===== src/inc/hss_pkg.sv =====
// Constants, modes and states of the home seek sequencer
package hss_pkg;
  localparam int SPEED_W = 22;
  localparam int STEP_W = 23;
  localparam int POS_W = 32;
  localparam int MODE_W = 2;
  localparam logic [MODE_W-1:0] MODE_TWO_SNS = 2'h0;
  localparam logic [MODE_W-1:0] MODE_THREE_SNS = 2'h1;
  localparam logic [MODE_W-1:0] MODE_ONE_WAY = 2'h2;
  localparam logic DIR_NEG = 1'b0;
  localparam logic DIR_POS = 1'b1;
  localparam int SNS_N = 5;
  localparam int SNS_FWD = 0;
  localparam int SNS_REV = 1;
  localparam int SNS_ORG = 2;
  localparam int SNS_GAP = 3;
  localparam int SNS_ZPH = 4;
  localparam logic [SPEED_W-1:0] SPEED_RST = 22'h000000;
  localparam logic [STEP_W-1:0] STEP_RST = 23'h000000;
  localparam logic [POS_W-1:0] POS_RST = 32'h00000000;
  typedef enum logic [3:0] {
    ST_IDLE,
    ST_SEEK,
    ST_LIM_ESC,
    ST_DECEL,
    ST_ORG_ESC,
    ST_OFFSET,
    ST_EXT,
    ST_STOP
  } hss_state_t;
endpackage


===== src/verilog/hss_step_counter.sv =====
// Step down-counter for the final offset travel
`timescale 1ns/100ps
`default_nettype none
module hss_step_counter
  import hss_pkg::*;
(
  input wire logic i_sys_clk,
  input wire logic i_sys_rst,
  input wire logic i_load,
  input wire logic [STEP_W-1:0] i_load_value,
  input wire logic i_step,
  output logic o_done
);
  logic [STEP_W-1:0] cnt_q, cnt_d;
  logic armed_q, armed_d;
  logic done_q, done_d;

  // Load, then count steps down to zero
  always_comb begin
    cnt_d = cnt_q;
    armed_d = armed_q;
    if (i_load) begin
      cnt_d = i_load_value;
      armed_d = 1'b1;
    end else if (armed_q && i_step && cnt_q != STEP_RST) begin
      cnt_d = cnt_q - 1'b1;
    end
    done_d = armed_d && (cnt_d == STEP_RST);
  end

  // Counter registers
  always_ff @(posedge i_sys_clk) begin
    if (i_sys_rst) begin
      cnt_q <= STEP_RST;
      armed_q <= 1'b0;
      done_q <= 1'b0;
    end else begin
      cnt_q <= cnt_d;
      armed_q <= armed_d;
      done_q <= done_d;
    end
  end

  assign o_done = done_q;

  // Each step while armed, with no load, takes exactly one off a nonzero count
  a_count_step: assert property (@(posedge i_sys_clk) disable iff (i_sys_rst)
    (armed_q && i_step && !i_load && cnt_q != STEP_RST)
    |=> (cnt_q == STEP_W'($past(cnt_q) - 1'b1)) && !o_done || cnt_q == STEP_RST)
    else $error("step count did not decrement");
endmodule
`default_nettype wire


===== src/verilog/hss_home_seek_sequencer.sv =====
// Return-to-home sequencer with macro operation entry
`timescale 1ns/100ps
`default_nettype none
module hss_home_seek_sequencer
  import hss_pkg::*;
(
  input wire logic i_sys_clk,
  input wire logic i_sys_rst,
  input wire logic i_home_start,
  input wire logic [MODE_W-1:0] i_seek_mode,
  input wire logic i_start_dir,
  input wire logic i_gap_detect_en,
  input wire logic i_zero_phase_detect_en,
  input wire logic [SPEED_W-1:0] i_seek_operating_speed,
  input wire logic [SPEED_W-1:0] i_seek_starting_speed,
  input wire logic [SPEED_W-1:0] i_seek_final_speed,
  input wire logic [STEP_W-1:0] i_backward_steps,
  input wire logic [STEP_W-1:0] i_oneway_amount,
  input wire logic [POS_W-1:0] i_preset_pos,
  input wire logic i_fwd_limit_sensor_in,
  input wire logic i_rev_limit_sensor_in,
  input wire logic i_origin_sensor_in,
  input wire logic i_optical_gap_sensor_in,
  input wire logic i_encoder_zero_phase_out,
  input wire logic i_step_pulse,
  input wire logic i_motor_stopped,
  input wire logic i_macro_jog_req,
  input wire logic i_macro_cont_req,
  output logic o_move_en,
  output logic o_move_dir,
  output logic [SPEED_W-1:0] o_speed_cmd,
  output logic o_decel_stop,
  output logic o_busy,
  output logic o_home_done,
  output logic o_home_alarm,
  output logic o_preset_load,
  output logic [POS_W-1:0] o_machine_coord,
  output logic o_macro_active,
  output logic o_use_jog_params,
  output logic o_link_inhibit
);
  logic [SNS_N-1:0] sns_raw;
  logic sync1_q [SNS_N];
  logic sync2_q [SNS_N];
  logic prev_q [SNS_N];
  logic fwd, rev, org, org_rise, org_fall, gap_rise, zph_rise;
  logic limit_ahead, ext_en, ext_rise, cnt_done, cnt_load;
  logic [STEP_W-1:0] cnt_value;
  hss_state_t state_q, state_d;
  logic [MODE_W-1:0] mode_q, mode_d;
  logic dir_q, dir_d, move_q, move_d, decel_q, decel_d;
  logic [SPEED_W-1:0] speed_q, speed_d;
  logic busy_q, busy_d, alarm_q, alarm_d, done_q, done_d;
  logic preset_q, preset_d, outside_q, outside_d;
  logic gap_en_q, gap_en_d, zph_en_q, zph_en_d;
  logic macro_q, macro_d, jog_q, jog_d;
  logic [POS_W-1:0] coord_q, coord_d;

  assign sns_raw = {i_encoder_zero_phase_out, i_optical_gap_sensor_in,
                    i_origin_sensor_in, i_rev_limit_sensor_in,
                    i_fwd_limit_sensor_in};

  // Two-stage synchroniser plus edge history per sensor
  genvar g;
  for (g = 0; g < SNS_N; g++) begin : g_sync
    always_ff @(posedge i_sys_clk) begin
      if (i_sys_rst) begin
        sync1_q[g] <= 1'b0;
        sync2_q[g] <= 1'b0;
        prev_q[g] <= 1'b0;
      end else begin
        sync1_q[g] <= sns_raw[g];
        sync2_q[g] <= sync1_q[g];
        prev_q[g] <= sync2_q[g];
      end
    end
  end

  // Sensor levels and edges
  assign fwd = sync2_q[SNS_FWD];
  assign rev = sync2_q[SNS_REV];
  assign org = sync2_q[SNS_ORG];
  assign org_rise = org && !prev_q[SNS_ORG];
  assign org_fall = !org && prev_q[SNS_ORG];
  assign gap_rise = sync2_q[SNS_GAP] && !prev_q[SNS_GAP];
  assign zph_rise = sync2_q[SNS_ZPH] && !prev_q[SNS_ZPH];
  assign limit_ahead = (dir_q == DIR_POS) ? fwd : rev;
  assign ext_en = gap_en_q || zph_en_q;
  assign ext_rise = (gap_en_q && gap_rise) || (zph_en_q && zph_rise);

  // Offset travel counter
  hss_step_counter u_step_counter (
    .i_sys_clk(i_sys_clk),
    .i_sys_rst(i_sys_rst),
    .i_load(cnt_load),
    .i_load_value(cnt_value),
    .i_step(i_step_pulse),
    .o_done(cnt_done)
  );

  // Sequencer next state
  always_comb begin
    state_d = state_q;
    mode_d = mode_q;
    dir_d = dir_q;
    move_d = move_q;
    decel_d = decel_q;
    speed_d = speed_q;
    busy_d = busy_q;
    alarm_d = alarm_q;
    done_d = 1'b0;
    preset_d = 1'b0;
    outside_d = outside_q;
    gap_en_d = gap_en_q;
    zph_en_d = zph_en_q;
    macro_d = macro_q;
    jog_d = jog_q;
    coord_d = coord_q;
    cnt_load = 1'b0;
    cnt_value = STEP_RST;
    case (state_q)
      ST_IDLE: begin
        if (macro_q) begin
          if (!i_macro_jog_req && !i_macro_cont_req) begin
            macro_d = 1'b0;
          end
        end else if (i_home_start && (i_seek_mode == MODE_TWO_SNS ||
            i_seek_mode == MODE_THREE_SNS ||
            i_seek_mode == MODE_ONE_WAY)) begin
          state_d = ST_SEEK;
          mode_d = i_seek_mode;
          dir_d = i_start_dir;
          move_d = 1'b1;
          busy_d = 1'b1;
          alarm_d = 1'b0;
          outside_d = !org;
          gap_en_d = i_gap_detect_en;
          zph_en_d = i_zero_phase_detect_en;
          if (i_seek_mode == MODE_TWO_SNS) begin
            speed_d = i_seek_starting_speed;
          end else begin
            speed_d = i_seek_operating_speed;
          end
        end else if (i_macro_jog_req || i_macro_cont_req) begin
          macro_d = 1'b1;
          jog_d = i_macro_jog_req;
        end
      end
      ST_SEEK: begin
        if (mode_q != MODE_ONE_WAY && limit_ahead) begin
          state_d = ST_LIM_ESC;
          dir_d = !dir_q;
          if (mode_q == MODE_TWO_SNS) begin
            speed_d = i_seek_final_speed;
          end
        end else if (org_rise && mode_q == MODE_THREE_SNS) begin
          if (ext_en) begin
            state_d = ST_EXT;
            speed_d = i_seek_final_speed;
          end else begin
            state_d = ST_STOP;
            move_d = 1'b0;
            decel_d = 1'b1;
          end
        end else if (org_rise && mode_q == MODE_ONE_WAY) begin
          state_d = ST_DECEL;
          move_d = 1'b0;
          decel_d = 1'b1;
        end
      end
      ST_LIM_ESC: begin
        if (!fwd && !rev) begin
          if (mode_q == MODE_THREE_SNS) begin
            state_d = ST_SEEK;
          end else begin
            state_d = ST_OFFSET;
            speed_d = i_seek_starting_speed;
            cnt_load = 1'b1;
            cnt_value = i_backward_steps;
          end
        end
      end
      ST_DECEL: begin
        if (org_fall && outside_q) begin
          state_d = ST_IDLE;
          decel_d = 1'b0;
          busy_d = 1'b0;
          alarm_d = 1'b1;
        end else if (i_motor_stopped) begin
          state_d = ST_ORG_ESC;
          decel_d = 1'b0;
          move_d = 1'b1;
          speed_d = i_seek_final_speed;
        end
      end
      ST_ORG_ESC: begin
        if (!org) begin
          state_d = ST_OFFSET;
          speed_d = i_seek_starting_speed;
          cnt_load = 1'b1;
          cnt_value = i_oneway_amount;
        end
      end
      ST_OFFSET: begin
        if (cnt_done) begin
          if (ext_en) begin
            state_d = ST_EXT;
            speed_d = i_seek_final_speed;
          end else begin
            state_d = ST_STOP;
            move_d = 1'b0;
            decel_d = 1'b1;
          end
        end
      end
      ST_EXT: begin
        if (ext_rise && (mode_q != MODE_THREE_SNS || org)) begin
          state_d = ST_STOP;
          move_d = 1'b0;
          decel_d = 1'b1;
        end
      end
      ST_STOP: begin
        if (i_motor_stopped) begin
          state_d = ST_IDLE;
          decel_d = 1'b0;
          busy_d = 1'b0;
          done_d = 1'b1;
          preset_d = 1'b1;
          coord_d = i_preset_pos;
        end
      end
      default: begin
        state_d = ST_IDLE;
      end
    endcase
  end

  // Sequencer registers
  always_ff @(posedge i_sys_clk) begin
    if (i_sys_rst) begin
      state_q <= ST_IDLE;
      mode_q <= MODE_THREE_SNS;
      dir_q <= DIR_POS;
      move_q <= 1'b0;
      decel_q <= 1'b0;
      speed_q <= SPEED_RST;
      busy_q <= 1'b0;
      alarm_q <= 1'b0;
      done_q <= 1'b0;
      preset_q <= 1'b0;
      outside_q <= 1'b0;
      gap_en_q <= 1'b0;
      zph_en_q <= 1'b0;
      macro_q <= 1'b0;
      jog_q <= 1'b0;
      coord_q <= POS_RST;
    end else begin
      state_q <= state_d;
      mode_q <= mode_d;
      dir_q <= dir_d;
      move_q <= move_d;
      decel_q <= decel_d;
      speed_q <= speed_d;
      busy_q <= busy_d;
      alarm_q <= alarm_d;
      done_q <= done_d;
      preset_q <= preset_d;
      outside_q <= outside_d;
      gap_en_q <= gap_en_d;
      zph_en_q <= zph_en_d;
      macro_q <= macro_d;
      jog_q <= jog_d;
      coord_q <= coord_d;
    end
  end

  // Outputs straight from registers, except o_use_jog_params, which gates jog_q with macro_q
  assign o_move_en = move_q;
  assign o_move_dir = dir_q;
  assign o_speed_cmd = speed_q;
  assign o_decel_stop = decel_q;
  assign o_busy = busy_q;
  assign o_home_done = done_q;
  assign o_home_alarm = alarm_q;
  assign o_preset_load = preset_q;
  assign o_machine_coord = coord_q;
  assign o_macro_active = macro_q;
  assign o_use_jog_params = macro_q && jog_q;
  assign o_link_inhibit = macro_q;

  // Checks on the sequence
  a_limit_reverse: assert property (@(posedge i_sys_clk)
    disable iff (i_sys_rst)
    (state_q == ST_SEEK && mode_q == MODE_THREE_SNS && limit_ahead)
    |=> state_q == ST_LIM_ESC && o_move_dir != $past(o_move_dir))
    else $error("limit did not reverse travel");
  a_origin_halt: assert property (@(posedge i_sys_clk)
    disable iff (i_sys_rst)
    (state_q == ST_SEEK && mode_q == MODE_THREE_SNS && !limit_ahead &&
     org_rise && !ext_en) |=> o_decel_stop && !o_move_en)
    else $error("origin edge did not halt motor");
  a_ext_with_origin: assert property (@(posedge i_sys_clk)
    disable iff (i_sys_rst)
    (state_q == ST_EXT && mode_q == MODE_THREE_SNS && !org)
    |=> state_q == ST_EXT && o_busy)
    else $error("extension ended off origin");
  a_ext_complete: assert property (@(posedge i_sys_clk)
    disable iff (i_sys_rst)
    (state_q == ST_EXT && mode_q != MODE_THREE_SNS && ext_rise)
    |=> o_decel_stop ##0 o_busy)
    else $error("external signal did not end search");
  a_start_dir: assert property (@(posedge i_sys_clk)
    disable iff (i_sys_rst)
    (state_q == ST_IDLE && !macro_q && i_home_start &&
     i_seek_mode == MODE_TWO_SNS)
    |=> o_busy && o_move_en && o_move_dir == $past(i_start_dir) &&
        o_speed_cmd == $past(i_seek_starting_speed))
    else $error("two-sensor start wrong");
  a_two_escape: assert property (@(posedge i_sys_clk)
    disable iff (i_sys_rst)
    (state_q == ST_SEEK && mode_q == MODE_TWO_SNS && limit_ahead)
    |=> o_speed_cmd == $past(i_seek_final_speed) &&
        o_move_dir == !$past(o_move_dir))
    else $error("limit escape speed or direction wrong");
  a_oneway_decel: assert property (@(posedge i_sys_clk)
    disable iff (i_sys_rst)
    (state_q == ST_SEEK && mode_q == MODE_ONE_WAY && org_rise)
    |=> state_q == ST_DECEL && o_decel_stop)
    else $error("one-way did not decelerate");
  a_overshoot_alarm: assert property (@(posedge i_sys_clk)
    disable iff (i_sys_rst)
    (state_q == ST_DECEL && org_fall && outside_q)
    |=> o_home_alarm && !o_busy && !o_home_done)
    else $error("overshoot alarm missing");
  a_preset_done: assert property (@(posedge i_sys_clk)
    disable iff (i_sys_rst)
    (state_q == ST_STOP && i_motor_stopped)
    |=> o_preset_load && o_home_done && !o_busy &&
        o_machine_coord == $past(i_preset_pos) ##1 !o_preset_load)
    else $error("completion preset wrong");
  a_macro_entry: assert property (@(posedge i_sys_clk)
    disable iff (i_sys_rst)
    (state_q == ST_IDLE && !macro_q && !i_home_start && i_macro_jog_req)
    |=> o_link_inhibit && o_use_jog_params && !o_busy)
    else $error("macro entry wrong");
endmodule
`default_nettype wire


===== config.mk =====
export PLATFORM = sky130hd
export DESIGN_NAME = hss_home_seek_sequencer
export DESIGN_NICKNAME = d
export VERILOG_FILES = /design/src/inc/hss_pkg.sv /design/src/verilog/hss_step_counter.sv /design/src/verilog/hss_home_seek_sequencer.sv
export SDC_FILE = /design/constraint.sdc
export NUM_CORES = 1
export LEC_CHECK = 0
export ABC_AREA = 1
export BUFFER_PORTS_ARGS = -buffer_cell sky130_fd_sc_hd__buf_2
export CORE_MARGIN = 2
export CORE_UTILIZATION = 45
export DETAILED_ROUTE_END_ITERATION = 7
export PLACE_DENSITY = 0.74
export REMOVE_ABC_BUFFERS = 1
export SYNTH_ARGS = -nofsm -noshare
export SYNTH_HDL_FRONTEND = slang
export SYNTH_SLANG_ARGS = --single-unit

===== constraint.sdc =====
create_clock -name i_sys_clk -period 4.8 [get_ports i_sys_clk]
set_input_delay 0.48 -clock i_sys_clk [delete_from_list [all_inputs] [get_ports i_sys_clk]]
set_output_delay 0.48 -clock i_sys_clk [all_outputs]
set_load 0.01 [all_outputs]

==> results of run 1 <==
-- cells in the final DEF, fill, tap and decap left out, types with 5 or more instances in the layout --
cell / instances
clkbuf_16: 9
nand2_1: 240
nand4_1: 11
a21oi_1: 77
inv_2: 10
a22o_1: 9
xor2_1: 6
inv_1: 59
o21ai_1: 5
a22oi_1: 15
nor2_2: 8
buf_2: 224
nor2_1: 162
nand3_1: 69
o21ai_0: 76
dfxtp_1: 108
-- through the flow --
| step | cell area [um^2] | hold WS [ns] |
|---|---|---|
| 2_1_floorplan | 5710 | 0.388 |
| 3_3_place_gp | 7080 | 0.391 |
| 3_5_place_dp | 7080 | 0.396 |
| 4_1_cts | 7390 | 0.300 |
| 5_1_grt | 7390 | 0.308 |
| 6_report | 7390 | 0.314 |
-- flip-flops by register name, summed over array words and instances, names as in the netlist, 2 cells and up --
| signal | count |
|---|---|
| sync2_q | 5 |
| prev_q | 3 |
| u_step_counter.cnt_q | 23 |
| o_speed_cmd | 22 |
| mode_q | 2 |
| sync1_q | 5 |
| state_q | 3 |
| o_machine_coord | 32 |
-- power by group through the flow --
| stage | combinational (mW) | sequential, mW | clock [mW] |
|---|---|---|---|
| 6_report | 2.60 | 1.30 | 0.765 |
| 5_1_grt | 2.97 | 1.32 | 0.824 |
| 4_1_cts | 2.58 | 1.29 | 0.783 |
| 3_5_place_dp | 2.57 | 1.31 | 0 |
| 3_3_place_gp | 2.55 | 1.31 | 0 |
| 2_1_floorplan | 1.82 | 1.33 | 0 |
-- worst paths after layout --
check	slack [ns]	from	to
setup / recovery	2.18	state_q[1]$_SDFFE_PP0P_	o_speed_cmd[12]$_SDFFE_PP0P_
setup reg to reg	2.18	state_q[1]$_SDFFE_PP0P_	o_speed_cmd[12]$_SDFFE_PP0P_
hold / removal	0.31	i_origin_sensor_in	sync1_q[2]$_SDFF_PP0_
hold reg to reg	0.41	sync1_q[4]$_SDFF_PP0_	sync2_q[4]$_SDFF_PP0_
-- cell type report --
| class | count | area (um^2) |
|---|---|---|
| inverters | 71 | 267 |
| multi-input cells | 711 | 3280 |
| fillers | 1286 | 5380 |
| flip-flops and latches | 108 | 2160 |
| well taps | 172 | 215 |
| repair buffers | 228 | 1150 |
| clock buffers | 9 | 225 |
| clock inverters | 7 | 91.3 |
-- layer usage --
layer	track usage, %	vias to the layer above
li1	-	3436
met1	30.9	3010
met5	0	-
met2	44.4	244
met3	4.60	40
met4	8.33	0
-- critical path, cell delays in order, from the launching register on --
cell and delay (ns):
dfxtp_1 0.52, inv_1 0.07, nor2_1 0.25, nand2_1 0.14
o21ai_1 0.24, nor2_1 0.09, nand3b_2 0.10, nor4_4 0.04
buf_4 0.23, nand2_1 0.57, nand2_1 0.14, a21oi_1 0.16
-- logic make-up after synthesis --
logic type                 after synthesis
buffers and inverters                  119
and+or+nand+nor                        508
adders and majority gates                2
AOI/OAI and AO/OA                      193
xor gates and xnor gates                 8
DFF                                    108
==> out/qor.txt, run 1 <==
status - finished, final reports clean
Area contributors post-synth - dfxtp_1 36%, nand2_1 15%, nor2_1 10%
Seq cells post-synth - 108
FF-to-FF path depth - 11
DRT Pass-1 Iters - 5
Clk Tree Root Cell - clkbuf_16
depth of the CTS H-tree - 3
Highest Clock Rate - 381 MHz
crit path kind - register to register
WL final - 18.0 mm
drt wl/cell - 13.8 um
dpl cells - 1290
CTS buffer count - 9
via count - 6730
Chip Width - 119 um
Pint - 2.39 mW
Yosys top cell area share - 36.4%
Crit. End Element - register
Metal-1 WL - 7.55 mm
clock latency on the worst-skew pair - 0.37 ns
final setup violation count - 0
clock share of power - 16.4%
Post-Synth Adder-Cell Area - 0.421%
Fin Setup TNS - 0 ns
Final Slew Violations - 0
portion of netlist area occupied by mux cells - 0%
Post-synth EDFFs - 0
Worst setup SP type - register
Placement Rows - 41
post-synthesis cell area - 5940 um^2
Layout Cells excl Fill - 1306
diode count - 0
Final Core Density - 57.9%
Remaining Overflow, GRT - 0
initial antenna violation count - 0
Max rail drop VDD - 0.000364 V
vias in the first global route - 6044
Ys Warns - 0
simple-gate share of the synthesized area - 35.7%
routed wl met3 - 1.05 mm
crit path max fanout - 23
leak pwr - 3.84 nW
Synth-to-Final Area Change - 24.4%
effective utilization at floorplan - 46.5%
Max transition margin - 21.6%
Seq/Total Area, Yosys - 36.4%
Final WS setup - 2.18 ns
Syn Area/Cell - 6.33 um^2
worst min path class - input pin to register
IO Pins - 225
complex-gate fraction of the synthesized area - 17.9%
Hold Violations, Final - 0
prevailing post-synth register cell - dfxtp_1
MaxCap Viol Count - 0
asr flop ratio synth - 0%
most instantiated library cell after synthesis - nand2_1
first-pass GRT wire length - 29.2 mm
CTS Hold Bufs - 0
Port Buf Inserts - 224
Die ar. - 14100 um^2
layout cells sized above 1 - 24.1%
CP arrival - 2.91 ns
combinational fraction of design power - 55.8%
min cycle time layout - 2.62 ns
Distinct cells, synth - 42
Cell Pwr Density - 631 nW/um^2
top sig layer - met4
clock slew at reported path FFs - 0.08 ns
post-synthesis xor/xnor area fraction - 1.18%
total power - 4.66 mW
area leader, netlist - dfxtp_1
CTS max path bufs - 2
pre-CTS worst setup slack - 2.12 ns
gr usage total - 25.2%
commonest cells in the synthesized netlist - 240 x nand2_1, 162 x nor2_1, 108 x dfxtp_1, 77 x a21oi_1, 76 x o21ai_0
RSZ-0062 raised after global routing - false
drt via density - 5.15
Post-CTS Resized - 0
actual slew at the worst max-slew pin - 1.17 ns
met2 routed WL - 8.92 mm
hold path cells - 3
switch share - 48.7%
period utilization - 54.6%
main combinational cell family by area after synthesis - simple AND/OR/NAND/NOR gates
WP data required - 5.09 ns
post-CTS setup repair buffer count - 0
Die H - 119 um
Clock Skew - 0.0118 ns
routability cong. - 0.956
CTS tree - built
net switching power - 2.27 mW
Sink Count - 108
Core ar. - 12800 um^2
DRC viols - 0
Final nets - 1292
part of the power in registers - 27.8%
Post-DP HPWL - 12.9 mm
DRT antenna net count - 0
initial DRC count - 497
Post-Syn Instances - 938
largest net degree at the start of global routing - 65
Note: power is estimated with default switching activity, not from simulation.
==> inputs of run 2 (changes only) <==
Settings changed: PLACE_DENSITY 0.74 to 0.77.
Clock period 4.8 ns to 2.4 ns, I/O delays scaled along.
==> out/qor.txt, run 2 (same netlist as run 1, synthesis figures left out) <==
layout cells sized above 1 - 25.0%
Post-CTS Resized - 0
IO Pins - 225
Final Slew Violations - 0
RSZ-0062 raised after global routing - false
Buf+Inv Stages, Crit Path - 3
Clk Tree Root Cell - clkbuf_16
Hold Violations, Final - 0
DRT Pass-1 Iters - 6
critical path's largest stage delay - 0.74 ns
Die H - 119 um
MaxCap Viol Count - 0
Synth-to-Final Area Change - 25.8%
CTS buffer count - 9
Die ar. - 14100 um^2
Core ar. - 12800 um^2
CTS Hold Bufs - 0
Max rail drop VDD - 0.000777 V
final setup violation count - 0
Highest Clock Rate - 456 MHz
Clock Skew - 0.00582 ns
Worst path slowest cell - o21ai_2
Area after DPL - 7170 um^2
hold path cells - 3
Worst setup SP type - register
commonest non-fill, non-tap cell in the layout - nand2_1
Post-DP HPWL - 13.3 mm
CTS max path bufs - 2
status - finished, final reports clean
diode count - 0
DRC viols - 0
WL final - 18.2 mm
Hold EP - sync1_q[1]$_SDFF_PP0_
total power - 9.44 mW
Port Buf Inserts - 224
worst min path class - input pin to register
crit path kind - register to register
routability cong. - 1.02
first-pass GRT wire length - 29.0 mm
actual slew at the worst max-slew pin - 0.957 ns
Sink Count - 108
most frequent cells in the layout - 240 x nand2_1, 224 x buf_2, 161 x nor2_1
Fin Setup TNS - 0 ns
crit path max fanout - 22
CP most frequent cell - nand2_1
post-route cell area - 7480 um^2
Multi-input gate area - 3290 um^2
Placement Rows - 41
via count - 6774
Cell Pwr Density - 1260 nW/um^2
period utilization - 91.4%
effective utilization at floorplan - 46.5%
pre-CTS worst setup slack - 0.220 ns
crit-path cells - inv_2 -> nand2_1 -> inv_2 -> nand2_1 -> clkinv_1 -> nor2_1 -> o21ai_2 -> nand2_1 -> nand2_1 -> nand3_1 -> a21oi_1
CTS tree - built
FF-to-FF path depth - 11
CP arrival - 2.48 ns
HP Start - i_rev_limit_sensor_in
clock slew at reported path FFs - 0.08 ns
Final nets - 1304
Reg2Reg Capture Point - o_speed_cmd[7]$_SDFFE_PP0P_
initial DRC count - 627
gr usage total - 24.9%
R2R setup slack - 0.21 ns
DRT antenna net count - 0
Chip Width - 119 um
vias in the first global route - 6137
Crit path max-delay family - compound AO/OA/AOI/OAI gates
initial antenna violation count - 0
R2R Path Start - state_q[2]$_SDFFE_PP0P_
register cell area after layout - 2160 um^2
max reg flops - 32
WP data required - 2.69 ns
Remaining Overflow, GRT - 0
Final WS setup - 0.205 ns
post-CTS setup repair buffer count - 0
drt via density - 5.14
Max transition margin - 36.2%
drt wl/cell - 13.8 um
Crit. End Element - register
leak pwr - 3.89 nW
clock latency on the worst-skew pair - 0.36 ns
min cycle time layout - 2.19 ns
largest net degree at the start of global routing - 65
depth of the CTS H-tree - 3
Final Core Density - 58.5%
FILL cells - 1271
run 2: power breakdown:
part           total, mW  internal [mW]  switching, mW  leakage [nW]
Clock               1.52          0.765          0.751         0.146
Sequential          2.58           2.24          0.348         0.881
Combinational       5.34           1.89           3.45          2.86
Total               9.44           4.89           4.55          3.89
run 2: per-stage QoR:
step | std cells | hold WS [ns]
2_1_floorplan | 890 | 0.309
3_3_place_gp | 1302 | 0.389
3_5_place_dp | 1302 | 0.392
4_1_cts | 1318 | 0.0703
5_1_grt | 1318 | 0.0792
6_report | 1318 | 0.0761
run 2: worst max path at each step:
stage / start / to / slack, ns / cells after the start
2_1_floorplan: state_q[1]$_SDFFE_PP0P_ / o_machine_coord[0]$_SDFFE_PP0P_ / -0.15 / 7
3_3_place_gp: u_step_counter.cnt_q[0]$_SDFF_PP0_ / u_step_counter.o_done$_SDFF_PP0_ / 0.26 / 16
3_5_place_dp: state_q[2]$_SDFFE_PP0P_ / o_speed_cmd[7]$_SDFFE_PP0P_ / 0.22 / 11
4_1_cts: u_step_counter.cnt_q[0]$_SDFF_PP0_ / u_step_counter.o_done$_SDFF_PP0_ / 0.18 / 16
5_1_grt: u_step_counter.cnt_q[0]$_SDFF_PP0_ / u_step_counter.o_done$_SDFF_PP0_ / 0.003 / 16
6_report: state_q[2]$_SDFFE_PP0P_ / o_speed_cmd[7]$_SDFFE_PP0P_ / 0.21 / 11
run 2: layer usage:
metal	vias to the layer above	wire length [um]	track usage, %
met5	-	0	0
met2	232	8900	43.9
met3	50	937	4.17
met4	0	611	9.90
met1	3030	7740	30.1
li1	3462	-	-
run 2: worst register-to-register path, stage by stage, from the launching register on:
cell and delay [ns]:
dfxtp_1 0.38, inv_2 0.17, nand2_1 0.12, inv_2 0.08, nand2_1 0.06, clkinv_1 0.08, nor2_1 0.05, o21ai_2 0.74
nand2_1 0.12, nand2_1 0.09, nand3_1 0.09, a21oi_1 0.16
run 2: area by class of cell:
cell class | instances | area share (%)
sequential | 108 | 28.9
multi-input combinational | 711 | 44.0
clock buffer | 10 | 3.20
tap | 172 | 2.88
timing repair buffer | 240 | 16.6
clock inverter | 6 | 0.854
inverter | 71 | 3.56
==> inputs of run 3 (changes only) <==
Settings changed: CORE_UTILIZATION 45 to 30, HOLD_SLACK_MARGIN set to 0.15, PLACE_DENSITY 0.77 to not set.
==> out/qor.txt, run 3 (same netlist as run 1, synthesis figures left out) <==
status - finished, final reports clean
CTS max path bufs - 2
Multi-input gate area - 3300 um^2
crit-path cells - inv_1 -> nor2_1 -> nand4_1 -> nand2_1 -> inv_2 -> nand3_1 -> nand3_1 -> nor2_1 -> nand2_1 -> nor2_1 -> nand2_1 -> nor2_1
CP most frequent cell - nor2_1
Final Slew Violations - 0
Core ar. - 19500 um^2
commonest non-fill, non-tap cell in the layout - nand2_1
WL final - 20.0 mm
Crit. End Element - register
largest net degree at the start of global routing - 65
CTS buffer count - 9
MaxCap Viol Count - 0
Worst setup SP type - register
IO Pins - 225
worst min path class - input pin to register
Crit path max-delay family - simple AND/OR/NAND/NOR gates
CP arrival - 2.44 ns
Post-DP HPWL - 14.3 mm
most frequent cells in the layout - 240 x nand2_1, 224 x buf_2, 161 x nor2_1
WP data required - 2.69 ns
max reg flops - 32
Placement Rows - 51
first-pass GRT wire length - 31.6 mm
Clk Tree Root Cell - clkbuf_16
vias in the first global route - 6502
Max rail drop VDD - 0.000547 V
total power - 9.58 mW
min cycle time layout - 2.14 ns
DRC viols - 0
CTS tree - built
leak pwr - 4.08 nW
critical path's largest stage delay - 0.53 ns
Worst path slowest cell - dfxtp_1
Cell Pwr Density - 1190 nW/um^2
Area after DPL - 7300 um^2
period utilization - 89.2%
crit path kind - register to register
Fin Setup TNS - 0 ns
hold path cells - 3
actual slew at the worst max-slew pin - 0.760 ns
drt wl/cell - 13.8 um
Final nets - 1346
Layout Cells excl Fill - 1454
routability cong. - 0.890
clock slew at reported path FFs - 0.08 ns
Clock Skew - 0.0144 ns
FILL cells - 2049
DRT antenna net count - 0
logic depth of the worst path, buffers included - 12
DRT Pass-1 Iters - 5
Remaining Overflow, GRT - 0
Port Buf Inserts - 224
RSZ-0062 raised after global routing - false
Die H - 145 um
clock latency on the worst-skew pair - 0.37 ns
Synth-to-Final Area Change - 35.2%
Buf+Inv Stages, Crit Path - 2
drt via density - 4.74
final setup violation count - 0
gr usage total - 19.0%
effective utilization at floorplan - 30.5%
via count - 6897
Max transition margin - 49.3%
crit path max fanout - 22
Highest Clock Rate - 467 MHz
Sink Count - 108
Final Core Density - 41.3%
FF-to-FF path depth - 12
initial antenna violation count - 0
Die ar. - 20900 um^2
post-route cell area - 8040 um^2
dpl cells - 1397
Hold Violations, Final - 0
initial DRC count - 304
Chip Width - 145 um
layout cells sized above 1 - 24.3%
depth of the CTS H-tree - 3
register cell area after layout - 2160 um^2
==> run 3: path summary, 6_finish.rpt <==
path                           start                                  end  slack [ns]
max          state_q[1]$_SDFFE_PP0P_     u_step_counter.o_done$_SDFF_PP0_        0.26
min             i_backward_steps[11]  u_step_counter.cnt_q[11]$_SDFF_PP0_        0.21
max reg2reg  state_q[1]$_SDFFE_PP0P_     u_step_counter.o_done$_SDFF_PP0_        0.26
min reg2reg    sync1_q[3]$_SDFF_PP0_                sync2_q[3]$_SDFF_PP0_        0.41
==> run 3: tightest hold or removal path: stages <==
cell     delay, ns
buf_2         0.08
a22oi_1       0.07
a21oi_1       0.13
==> run 3: where the power goes <==
group | total (mW) | internal (mW) | switching (mW)
Clock | 1.58 | 0.765 | 0.816
Combinational | 5.42 | 1.94 | 3.47
Sequential | 2.58 | 2.24 | 0.349
Total | 9.58 | 4.94 | 4.64
==> run 3: metrics by stage <==
| step | setup slack [ns] | hold slack, ns |
|---|---|---|
| after floorplan | -0.145 | 0.309 |
| after global placement | 0.183 | 0.397 |
| after detailed placement | 0.162 | 0.396 |
| after CTS | 0.129 | 0.194 |
| after global routing | 0.0229 | 0.214 |
| final | 0.259 | 0.207 |
==> run 3: timing repair <==
| item | in CTS | in global routing |
|---|---|---|
| buffers inserted | 0 | 0 |
| endpoints found under the hold margin | 40 | 0 |
| gates resized for setup | 0 | 3 |
| hold buffers | 40 | 0 |
| endpoints found under the setup margin | 0 | 23 |
==> run 3: layout make-up <==
class	instances	area share [%]
Antenna cell	1	0.0311
Clock buffer	9	2.80
Clock inverter	7	1.20
Inverter	71	3.32
Multi-Input combinational cell	711	41.0
Sequential cell	108	26.9
Tap cell	265	4.13
Timing Repair Buffer	282	20.6
==> run 3: routing by layer <==
metal | vias to the layer above | global-route usage (%) | wire length, um
met2 | 210 | 33.6 | 9820
met4 | 0 | 6.44 | 490
met1 | 3113 | 23.1 | 8750
met3 | 32 | 3.59 | 981
li1 | 3542 | - | -
met5 | - | 0 | 0
